<file path="src/dimming_pkg.sv">
package dimming_pkg;

  // =====================================================================
  // geometry
  localparam int CHANNELS   = 10;
  localparam int PERIOD_W   = 13;
  localparam int ON_W       = 16;
  localparam int CUR_W      = 6;
  localparam int CNT_W      = 17;

  // =====================================================================
  // timing
  localparam int CLK_PERIOD_NS    = 8;
  localparam int ON_STEP_NS       = 150;
  localparam int FRAME_UNIT_NS    = 1500;
  localparam int MIN_ON_NS        = 1000;
  localparam int SYNC_LOSS_NS     = 6000;
  localparam int FRAME_UNIT_STEPS = FRAME_UNIT_NS / ON_STEP_NS;
  localparam int MIN_ON_STEPS     = (MIN_ON_NS + ON_STEP_NS - 1) / ON_STEP_NS;
  localparam int SYNC_LOSS_CYC    = SYNC_LOSS_NS / CLK_PERIOD_NS;
  localparam int DITHER_LEN       = 46;
  localparam logic [DITHER_LEN-1:0] DITHER_PATTERN = 46'h2C59_A3E1_B74;

  // =====================================================================
  // register map
  localparam logic [7:0] REG_EN_LO    = 8'h00;
  localparam logic [7:0] REG_EN_HI    = 8'h01;
  localparam logic [7:0] REG_LIVE_LO  = 8'h02;
  localparam logic [7:0] REG_LIVE_HI  = 8'h03;
  localparam logic [7:0] REG_DITHER   = 8'h05;
  localparam logic [7:0] REG_PER_LO   = 8'h06;
  localparam logic [7:0] REG_PER_HI   = 8'h07;
  localparam logic [7:0] REG_JOIN_LO  = 8'h08;
  localparam logic [7:0] REG_JOIN_HI  = 8'h09;
  localparam logic [7:0] REG_ON_FIRST = 8'h10;
  localparam logic [7:0] REG_ON_LAST  = 8'h23;
  localparam logic [7:0] REG_CUR_BASE = 8'h30;
  localparam int         HI_BITS      = 2;
  localparam int         PER_HI_BITS  = 5;
  localparam int         SPREAD_W     = 2;

  // arbitrary bus address, not tied to any product
  localparam logic [6:0] DEV_ADDR = 7'h2A;

  typedef enum logic [8:0] {
    I_IDLE = 9'h001,
    I_ADDR = 9'h002,
    I_ACKA = 9'h004,
    I_REG  = 9'h008,
    I_ACKR = 9'h010,
    I_WR   = 9'h020,
    I_ACKW = 9'h040,
    I_RD   = 9'h080,
    I_RACK = 9'h100
  } bus_e;

  typedef logic [CHANNELS-1:0][CUR_W-1:0] current_t;

  typedef struct packed {
    logic                active;
    logic                high;
    logic [SPREAD_W-1:0] spread_index_field;
  } dither_s;

  typedef struct packed {
    bus_e                           ist;
    logic [3:0]                     bitcnt;
    logic [7:0]                     shreg;
    logic [7:0]                     ptr;
    logic                           rw;
    logic                           sda_oe;
    logic                           sda_lvl;
    logic [2:0]                     scl_sy;
    logic [2:0]                     sda_sy;
    logic [7:0]                     en_lo;
    logic [7:0]                     en_hi;
    logic [7:0]                     dith;
    logic [7:0]                     join_lo;
    logic [7:0]                     join_hi;
    logic [7:0]                     per_lo;
    logic [7:0]                     per_hi;
    logic [CHANNELS-1:0][ON_W-1:0]  on_t;
    current_t                       cur;
    logic [PERIOD_W-1:0]            sh_per;
    logic [CHANNELS-1:0][ON_W-1:0]  sh_on;
    logic [CHANNELS-1:0]            sh_en;
    logic [CHANNELS-1:0]            sh_join;
    logic [7:0]                     acc;
    logic                           step;
    logic                           wrap;
    logic [CNT_W-1:0]               cnt;
    logic [CHANNELS-1:0]            sink;
    logic [2:0]                     fsy;
    logic [2:0]                     osc;
    logic [9:0]                     sync_cnt;
    logic                           half;
    logic                           adv;
    logic [5:0]                     idx;
    dither_s                        dith_o;
  } state_s;

  // bus pins idle high, so their synchronisers start high and no false edge follows reset
  localparam state_s STATE_RST = '{ist: I_IDLE, scl_sy: 3'h7, sda_sy: 3'h7, default: '0};

endpackage

</file>
<file path="src/polyphase_dimming.sv">
module polyphase_dimming
  import dimming_pkg::*;
(
  input  wire logic                     core_clk_in,
  input  wire logic                     reset_n_in,
  input  wire logic                     scl_in,
  input  wire logic                     sda_in,
  output logic                          sda_out,
  output logic                          sda_oe_out,
  input  wire logic                     freq_set_sync_pin_in,
  input  wire logic                     sw_osc_in,
  output logic [dimming_pkg::CHANNELS-1:0] string_sink_pin_out,
  output dimming_pkg::current_t         sink_current_out,
  output dimming_pkg::dither_s          dither_out
);
  import dimming_pkg::*;

  state_s            s;
  state_s            n;
  logic              rst_n;
  logic [1:0]        rst_sy_q;
  logic              scl_r;
  logic              scl_f;
  logic              start;
  logic              stop;
  logic              osc_rise;
  logic [CNT_W-1:0]  frame_len;
  logic [CNT_W-1:0]  slot;
  logic [CNT_W-1:0]  start_k;
  logic [CNT_W-1:0]  diff;
  logic [CNT_W-1:0]  eff_on;
  logic [CHANNELS-1:0][3:0] lead;
  logic [7:0]        rd_byte;

  // =====================================================================
  // register decode
  function automatic logic on_hit(input logic [7:0] a);
    return (a >= REG_ON_FIRST) && (a <= REG_ON_LAST);
  endfunction

  function automatic logic [3:0] on_chan(input logic [7:0] a);
    logic [7:0] off;
    off = a - REG_ON_FIRST;
    return off[4:1];
  endfunction

  function automatic logic cur_hit(input logic [7:0] a);
    return (a >= REG_CUR_BASE) && (a < REG_CUR_BASE + 8'(CHANNELS));
  endfunction

  function automatic logic [7:0] reg_read(input state_s st, input logic [7:0] a);
    logic [7:0] r;
    r = '0;
    if (on_hit(a)) begin
      r = a[0] ? st.on_t[on_chan(a)][7:0] : st.on_t[on_chan(a)][15:8];
    end else if (cur_hit(a)) begin
      r = {2'h0, st.cur[4'(a - REG_CUR_BASE)]};
    end else begin
      case (a)
        REG_EN_LO:   r = st.en_lo;
        REG_EN_HI:   r = {6'h00, st.en_hi[HI_BITS-1:0]};
        REG_LIVE_LO: r = st.sink[7:0];
        REG_LIVE_HI: r = {6'h00, st.sink[CHANNELS-1:8]};
        REG_DITHER:  r = {6'h00, st.dith[SPREAD_W-1:0]};
        REG_PER_LO:  r = st.per_lo;
        REG_PER_HI:  r = {3'h0, st.per_hi[PER_HI_BITS-1:0]};
        REG_JOIN_LO: r = st.join_lo;
        REG_JOIN_HI: r = {6'h00, st.join_hi[HI_BITS-1:0]};
        default:     r = '0;
      endcase
    end
    return r;
  endfunction

  // =====================================================================
  // reset release
  always_ff @(posedge core_clk_in or negedge reset_n_in) begin
    if (!reset_n_in) begin
      rst_sy_q <= '0;
    end else begin
      rst_sy_q <= {rst_sy_q[0], 1'b1};
    end
  end
  assign rst_n = rst_sy_q[1];

  // =====================================================================
  // next state
  always_comb begin
    n = s;
    rd_byte = '0;
    frame_len = '0;
    slot = '0;
    start_k = '0;
    diff = '0;
    eff_on = '0;
    lead = '0;
    n.scl_sy = {s.scl_sy[1:0], scl_in};
    n.sda_sy = {s.sda_sy[1:0], sda_in};
    scl_r = s.scl_sy[1] & ~s.scl_sy[2];
    scl_f = ~s.scl_sy[1] & s.scl_sy[2];
    start = s.scl_sy[1] & s.scl_sy[2] & s.sda_sy[2] & ~s.sda_sy[1];
    stop  = s.scl_sy[1] & s.scl_sy[2] & ~s.sda_sy[2] & s.sda_sy[1];

    // serial slave; writes land any time; period, on-times, enables and joins reach the engine only at frame wrap, currents and dither act at once
    if (start) begin
      n.ist = I_ADDR;
      n.bitcnt = '0;
      n.sda_oe = 1'b0;
    end else if (stop) begin
      n.ist = I_IDLE;
      n.sda_oe = 1'b0;
    end else if (scl_r) begin
      case (s.ist)
        I_ADDR, I_REG, I_WR: begin
          n.shreg = {s.shreg[6:0], s.sda_sy[1]};
          n.bitcnt = s.bitcnt + 4'h1;
        end
        I_RD: begin
          n.bitcnt = s.bitcnt + 4'h1;
        end
        I_RACK: begin
          if (s.sda_sy[1]) begin
            n.ist = I_IDLE;
          end
        end
        default: n.ist = s.ist;
      endcase
    end else if (scl_f) begin
      case (s.ist)
        I_ADDR: begin
          if (s.bitcnt == 4'h8) begin
            if (s.shreg[7:1] == DEV_ADDR) begin
              n.ist = I_ACKA;
              n.sda_oe = 1'b1;
              n.rw = s.shreg[0];
            end else begin
              n.ist = I_IDLE;
            end
          end
        end
        I_ACKA: begin
          n.bitcnt = '0;
          n.sda_oe = 1'b0;
          n.ist = I_REG;
          if (s.rw) begin
            rd_byte = reg_read(s, s.ptr);
            n.shreg = rd_byte;
            n.sda_oe = ~rd_byte[7];
            n.ist = I_RD;
          end
        end
        I_REG: begin
          if (s.bitcnt == 4'h8) begin
            n.ptr = s.shreg;
            n.ist = I_ACKR;
            n.sda_oe = 1'b1;
          end
        end
        I_ACKR, I_ACKW: begin
          n.sda_oe = 1'b0;
          n.bitcnt = '0;
          n.ist = I_WR;
        end
        I_WR: begin
          if (s.bitcnt == 4'h8) begin
            n.ptr = s.ptr + 8'h01;
            n.ist = I_ACKW;
            n.sda_oe = 1'b1;
            if (on_hit(s.ptr)) begin
              if (s.ptr[0]) begin
                n.on_t[on_chan(s.ptr)][7:0] = s.shreg;
              end else begin
                n.on_t[on_chan(s.ptr)][15:8] = s.shreg;
              end
            end else if (cur_hit(s.ptr)) begin
              n.cur[4'(s.ptr - REG_CUR_BASE)] = s.shreg[CUR_W-1:0];
            end else begin
              case (s.ptr)
                REG_EN_LO:   n.en_lo = s.shreg;
                REG_EN_HI:   n.en_hi = s.shreg;
                REG_DITHER:  n.dith = s.shreg;
                REG_PER_LO:  n.per_lo = s.shreg;
                REG_PER_HI:  n.per_hi = s.shreg;
                REG_JOIN_LO: n.join_lo = s.shreg;
                REG_JOIN_HI: n.join_hi = s.shreg;
                default:     n.ptr = s.ptr + 8'h01;
              endcase
            end
          end
        end
        I_RD: begin
          if (s.bitcnt == 4'h8) begin
            n.sda_oe = 1'b0;
            n.ist = I_RACK;
          end else begin
            n.shreg = {s.shreg[6:0], 1'b0};
            n.sda_oe = ~s.shreg[6];
          end
        end
        I_RACK: begin
          n.ptr = s.ptr + 8'h01;
          rd_byte = reg_read(s, s.ptr + 8'h01);
          n.shreg = rd_byte;
          n.sda_oe = ~rd_byte[7];
          n.bitcnt = '0;
          n.ist = I_RD;
        end
        default: n.ist = I_IDLE;
      endcase
    end

    // 0.15 us step from a fractional accumulator, since 150 ns is not a whole clock count
    n.step = 1'b0;
    n.wrap = 1'b0;
    if (s.acc + 8'(CLK_PERIOD_NS) >= 8'(ON_STEP_NS)) begin
      n.acc = s.acc + 8'(CLK_PERIOD_NS) - 8'(ON_STEP_NS);
      n.step = 1'b1;
    end else begin
      n.acc = s.acc + 8'(CLK_PERIOD_NS);
    end

    slot = {4'h0, s.sh_per} + 17'h00001;
    frame_len = 17'(slot * 17'(FRAME_UNIT_STEPS));
    if (s.step) begin
      if (s.cnt >= frame_len - 17'h00001) begin
        n.cnt = '0;
        n.wrap = 1'b1;
        n.sh_per = {s.per_hi[PER_HI_BITS-1:0], s.per_lo};
        n.sh_on = s.on_t;
        n.sh_en = {s.en_hi[HI_BITS-1:0], s.en_lo};
        n.sh_join = {s.join_hi[HI_BITS-1:0], s.join_lo[7:1], 1'b0};
      end else begin
        n.cnt = s.cnt + 17'h00001;
      end
    end

    // each channel follows the lowest member of its group; its slot starts at the leader's index times the slot width
    for (int k = 0; k < CHANNELS; k++) begin
      lead[k] = (k > 0 && s.sh_join[k]) ? lead[k-1] : 4'(k);
      start_k = 17'(17'(lead[k]) * slot);
      diff = (s.cnt >= start_k) ? s.cnt - start_k : s.cnt + frame_len - start_k;
      eff_on = (s.sh_on[lead[k]] < 16'(MIN_ON_STEPS)) ? 17'(MIN_ON_STEPS) : {1'b0, s.sh_on[lead[k]]};
      n.sink[k] = s.sh_en[lead[k]] && s.sh_en[k] && (diff < eff_on);
    end

    // dither engine
    n.fsy = {s.fsy[1:0], freq_set_sync_pin_in};
    n.osc = {s.osc[1:0], sw_osc_in};
    osc_rise = s.osc[1] & ~s.osc[2];
    if (s.fsy[1] ^ s.fsy[2]) begin
      n.sync_cnt = 10'(SYNC_LOSS_CYC);
    end else if (s.sync_cnt != '0) begin
      n.sync_cnt = s.sync_cnt - 10'h001;
    end
    n.adv = 1'b0;
    if (osc_rise) begin
      n.half = ~s.half;
      if (s.half) begin
        n.adv = 1'b1;
        n.idx = (s.idx == 6'(DITHER_LEN - 1)) ? 6'h00 : s.idx + 6'h01;
      end
    end
    n.dith_o.active = (s.dith[SPREAD_W-1:0] != '0) && (s.sync_cnt == '0);
    n.dith_o.spread_index_field = n.dith_o.active ? s.dith[SPREAD_W-1:0] : '0;
    n.dith_o.high = n.dith_o.active && DITHER_PATTERN[s.idx];
  end

  // =====================================================================
  // state register
  always_ff @(posedge core_clk_in or negedge rst_n) begin
    if (!rst_n) begin
      s <= STATE_RST;
    end else begin
      s <= n;
    end
  end

  assign sda_out             = s.sda_lvl;
  assign sda_oe_out          = s.sda_oe;
  assign string_sink_pin_out = s.sink;
  assign sink_current_out    = s.cur;
  assign dither_out          = s.dith_o;
endmodule

</file>
<file path="config.mk">
export PLATFORM = sky130hd
export DESIGN_NAME = polyphase_dimming
export DESIGN_NICKNAME = d
export VERILOG_FILES = /design/src/dimming_pkg.sv /design/src/polyphase_dimming.sv
export SDC_FILE = /design/constraint.sdc
export NUM_CORES = 2
export LEC_CHECK = 0
export ABC_CLOCK_PERIOD_IN_PS = 17290
export BUFFER_PORTS_ARGS = -buffer_cell sky130_fd_sc_hd__clkbuf_2
export CORE_ASPECT_RATIO = 1.75
export CORE_MARGIN = 5
export CORE_UTILIZATION = 25
export DETAILED_ROUTE_END_ITERATION = 6
export GPL_ROUTABILITY_DRIVEN = 0
export GPL_TIMING_DRIVEN = 1
export PLACE_DENSITY_LB_ADDON = 0.12
export SYNTH_ARGS = -nofsm -noshare
export SYNTH_HDL_FRONTEND = slang
export SYNTH_SLANG_ARGS = --single-unit
</file>
<file path="constraint.sdc">
create_clock -name core_clk_in -period 17.29 [get_ports core_clk_in]
set_clock_uncertainty 0.15 [all_clocks]
set_input_delay 4.3225 -clock core_clk_in [delete_from_list [all_inputs] [get_ports core_clk_in]]
set_output_delay 4.3225 -clock core_clk_in [all_outputs]
set_load 0.05 [all_outputs]
</file>
### Word-level counts from Yosys, hierarchy flattened

Memories as Yosys holds them, arrays and structs flattened.
Index checks and enable logic that the tools add are counted.

| storage, ports and cells | value |
|---|---|
| register bits | 549 |
| latch bits | 0 |
| RAM bits | 0 |
| bits in read-only memories | 64 |
| input port bits | 6 |
| output and inout bits | 76 |
| word-level logic and storage cells | 440 |
| memories | 1 |

Memory list:

| memory | depth | bits a word | read ports | clocked after Yosys merged registers in | write ports | RTL line | source |
|---|---|---|---|---|---|---|---|
| (name not given) | 64 | 1 | 1 | 0 | 0 | polyphase_dimming.sv:265 | `n.dith_o.high = n.dith_o.active && DITHER_PATTERN[s.idx];` |

| cells by class | value |
|---|---|
| add/sub/neg operators | 32 |
| multiply operators | 10 |
| div/mod/pow operators | 0 |
| order comparisons | 56 |
| equality and inequality tests | 46 |
| shift-type cells | 0 |
| muxes and demuxes | 148 |
| bitwise logic cells | 23 |
| reduce and logical (&&, ||, !) cells | 63 |

Operators by type and width:

| operator | count |
|---|---|
| binary-select mux 16 bit (select 4 bit) | 11 |
| 2-to-1 mux 16 bit | 22 |
| bitwise mux 160 bit | 2 |
| subtractor 17 bit | 12 |
| 2-to-1 mux 8 bit | 25 |
| 2-to-1 mux 17 bit | 11 |
| < comparator 17 x 16 -> 1 bit | 10 |
| < comparator 16 x 3 -> 1 bit (second input constant) | 10 |
| 2-to-1 mux 160 bit | 1 |
| one-hot mux 8 bit (9 select lines) | 2 |
| demux 16 bit (select 4 bit) | 2 |
| greater-or-equal comparator 17 bit | 7 |
| multiplier 3 x 14 -> 17 bit | 4 |
| subtractor 17 x 16 -> 17 bit | 4 |
| 2-to-1 mux 9 bit | 7 |
| one-hot mux 9 bit (7 select lines) | 1 |
| AND reduction 9 bit | 7 |
| bitwise mux 60 bit | 1 |
| binary-select mux 6 bit (select 4 bit) | 2 |
| equality test 8 x 3 -> 1 bit (second input constant) | 6 |
| one-hot mux 8 bit (3 select lines) | 2 |
| 2-to-1 mux 21 bit | 2 |
| binary-select mux 1 bit (select 4 bit) | 9 |
| AND reduction 7 bit | 5 |
| other kinds (83) | 213 |

### Longest topological paths before layout

| depth | value |
|---|---|
| depth in word-level cells | 18 |
| depth in mapped cells | 47 |
| gate-level depth less buffers | 42 |

### Worst setup path after synthesis

OpenSTA, ideal clock, no wires.

| timing path | value |
|---|---|
| path kind | register -> register |
| start point | register s[70] (netlist bit) |
| end point | register s, in the netlist string_sink_pin_out[9] |
| setup time | 65 ps |
| data arrival time | 9,264 ps |
| required time | 17,075 ps |
| setup slack | 7,811 ps |
| cell stages (with the launch flop) | 44 |
| buffers on the path | 9 |
| period minus slack after synthesis | 9,479 ps |
| cell sequence | dfrtp_1 buf_2 and2_1 buf_2 nand2_1 clkbuf_1 buf_1 clkbuf_1 buf_1 clkbuf_1 nand3_1 fa_1 inv_1 fa_1 inv_1 fa_1 nor2b_1 o2111ai_1 (+8 left out) or2_0 maj3_1 o31ai_1 o41ai_1 maj3_1 a21o_1 buf_2 buf_2 mux2_2 ha_1 a21o_1 a21o_1 a21oi_1 nor2_1 a211oi_1 o311ai_0 a2111oi_2 o211a_1 |

RTL lines:

| element | RTL line | source |
|---|---|---|
| start, declared | polyphase_dimming.sv:18 | `state_s s;` |
| start signal, assigned | polyphase_dimming.sv:274 | `s <= n;` |

==> flow_summary.toml <==
[floorplan]
num_rows = 241
die-height_um = 666
pin_count = 82
start_util = 0.250
die-area_um2 = 256000
die_w_um = 385
core_area_um2 = 245000

[synth]
synth_cell_type_count = 101
yosysWarnings = 0
yosys_register_bits = 548
synth_area_leader_cell = "dfrtp_1"
synth_top_area_share = 0.220
netlist_top_cells_area = "dfrtp_1 (22%), ha_1 (13%), mux2_2 (8.5%)"
synth_nets = 7901
synthCells = 7149
async_reset_ff_frac = 1.00
syn_area_um2 = 61500
ys.flop_type = "dfrtp_1"
synth_edf_count = 0
ys_seq_area_frac = 0.223
avgSynthCellArea_um2 = 8.60

[clocking]
cts_resized = 0
cts_buffers = 58
clk_latency_ns = 0.78
cts_tree = "built"
post_cts_buffers = 0
clk_pin_slew_ns = 0.08
cts_hold_buffers = 0
cts_htree_levels = 2
root_buffer = "clkbuf_16"
cts_sinks = 548
cts_buffer_depth = 3

[timing]
hold_viol = 0
relSlewSlack = -0.00546
final_max_slew_viol_count = 1
max_freq_mhz = 94.2
setup_tns_ns = 0
setup_viol = 0
rsz0062_at_grt = "no"
min_period_ns = 10.62
finalCritPeriodShare = 0.614
worstMarginPinSlew_ns = 1.51

[detailed_routing]
dr.pass1.iters = 7
vias = 58100
routed_wl_um = 350000
final_antenna_net_count = 0
drt_iter0_markers = 5009
wire_per_inst_um = 33.5
drc = 14
routed_via_density = 5.57

[setup_path]
critPathKind = "flip-flop to flip-flop"
critical_path.max_stage_delay_ns = 0.74
cp_max_fo = 47
worst-endpoint-required_ns = 17.84
endpoint_kind = "flip-flop"
crit_path_start_kind = "flip-flop"
slowest_stage = "dfrtp_2"
critPathArrivalTime_ns = 11.17

[grt]
grt_use_met2 = 0.464
grt_max_degree = 79
overflow = 0
grt.met3_usage = 0.0477
grt.total_usage = 0.267
grt_pass1_vias = 58100
use_met1 = 0.258
grt_pass1_wl_um = 479000
grt_busiest_layer = "met2"
antenna_found_initial = 21

[job]
cap_violations = 0

[power]
irDropWorstVdd_v = 0.0000843
pwr_density_cell_nw_per_um2 = 40.9
leakagePower_uw = 0.0309

[place]
io_buffers = 80
dp_hpwl_um = 274000

[cells_and_area]
fin_nets = 7828
fillers = 26500
drive_gt1_frac = 0.155
area_growth_pct = 10.7
utilization = 0.277

[min_path]
hp-class = "flip-flop to flip-flop"

[status]
status = "finished, violations left"
failed_checks = "DRC, slew limit"
-- cell type report --
type / count / area, um^2 / share of cell area
flip-flops and latches: 548 / 13700 / 0.202
clock inverters: 25 / 297 / 0.00436
well taps: 3280 / 4100 / 0.0603
multi-input cells: 5723 / 44400 / 0.653
repair buffers: 306 / 2100 / 0.0308
inverters: 439 / 1650 / 0.0242
clock buffers: 80 / 1640 / 0.0242
diodes: 31 / 77.6 / 0.00114
-- synth_stat cells, types with 43 or more instances --
master and count:
o21bai_1 54, ha_1 624, nand3_1 187, o21a_1 50
buf_4 80, dfrtp_1 541, nand2b_1 89, nor3_1 112
and2_1 47, a221oi_1 45, nand4_1 70, a21o_1 150
inv_1 435, xnor2_1 251, nor2_1 551, and3_1 51
nand2_1 713, fa_1 122, clkbuf_1 257, a21oi_1 501
xor2_1 159, a211oi_1 60, mux2i_1 148, o211ai_1 44
mux2_2 465, a31oi_1 79, mux4_2 100, buf_2 43
buf_1 57, nor2b_1 90, o21ai_0 364
-- cell families after synthesis --
kind of cell / share of synthesized area
compound gates: 0.185
xor+xnor: 0.0599
fa+ha+maj: 0.169
buf+inv: 0.0595
flops: 0.223
mux: 0.146
other cells: 0.000122
simple gates: 0.157
-- per-layer routing --
layer | vias up | share of wire
li1 | 25600 | -
met1 | 28900 | 0.33
met2 | 2443 | 0.49
met3 | 1129 | 0.052
met4 | 4 | 0.13
met5 | - | 0.000069
-- metrics by stage --
| stage | hold WS (ns) | power, uW | setup slack (ns) | instances | instance area (um^2) |
|---|---|---|---|---|---|
| CTS | 0.201 | 2830 | 6.78 | 10400 | 68000 |
| detailed placement | 0.185 | 1440 | 6.70 | 10300 | 66000 |
| floorplan | 0.181 | 1400 | 0.747 | 7149 | 61500 |
| finish | 0.198 | 2780 | 6.67 | 10400 | 68000 |
| global placement | 0.185 | 1440 | 6.14 | 10300 | 66000 |
| global route | 0.212 | 2870 | 6.11 | 10400 | 68000 |
-- power by group --
part / leakage (uW) / switching (uW) / internal [uW]
clock network: 0.000930 / 648 / 718
logic: 0.0225 / 72.2 / 28.5
registers: 0.00754 / 19.3 / 1290
total: 0.0309 / 739 / 2040
-- path summary, 6_finish.rpt --
path / from / end / slack, ns / depth (start not counted)
min reg2reg: rst_sy_q[0]$_DFF_PN0_ / rst_sy_q[1]$_DFF_PN0_ / 0.20 / 0
max reg2reg: s[69]$_DFFE_PN0P_ / string_sink_pin_out[9]$_DFF_PN0_ / 6.67 / 38
min: rst_sy_q[0]$_DFF_PN0_ / rst_sy_q[1]$_DFF_PN0_ / 0.20 / 0
max: s[69]$_DFFE_PN0P_ / string_sink_pin_out[9]$_DFF_PN0_ / 6.67 / 38
min in group asynchronous: rst_sy_q[1]$_DFF_PN0_ / s[236]$_DFFE_PN0P_ / 0.26 / 0
max in group asynchronous: rst_sy_q[1]$_DFF_PN0_ / s[545]$_DFFE_PN0P_ / 12.76 / 4
-- critical path, delay by kind of cell (launching register included) --
family                   cells  cell delay [ns]
AO/OA/AOI/OAI               13             2.77
XOR/XNOR                     2             0.42
adder cells (fa/ha/maj)      7             2.90
buffers and inverters        4             1.08
flip-flops                   1             0.74
multiplexers                 1             0.31
AND/OR/NAND/NOR             11             2.22
-- flip-flops by register name (all words and copies together), names as in the netlist --
signal	cells
n	8
dither_out	4
string_sink_pin_out	10
sink_current_out	60
sda_oe_out	1
rst_sy_q	2
s	463
-- cell usage in the layout (no fill, tap or decap), drive strengths merged, types with 17 or more instances in the layout --
master	synthesis	layout
nand2	713	713
ha	624	624
nor2	552	552
dfrtp	541	541
a21oi	503	503
mux2	465	465
inv	435	443
o21ai	372	372
xnor2	251	251
buf	181	225
nand3	187	187
clkbuf	258	161
xor2	159	159
a21o	150	150
mux2i	148	148
fa	122	122
nor3	112	112
mux4	100	100
nor2b	90	90
nand2b	90	90
a31oi	79	79
nand4	70	70
a211oi	64	64
o21bai	54	54
and3	51	51
o21a	50	50
and2	49	49
a221oi	45	45
o211ai	44	44
a21boi	42	42
or3	41	41
o22ai	37	37
o31ai	37	37
diode	0	31
a311oi	31	31
nor4	29	29
nand3b	27	27
or2	23	23
a22oi	21	21
a211o	17	17
Power figures use the tool's default switching activity.
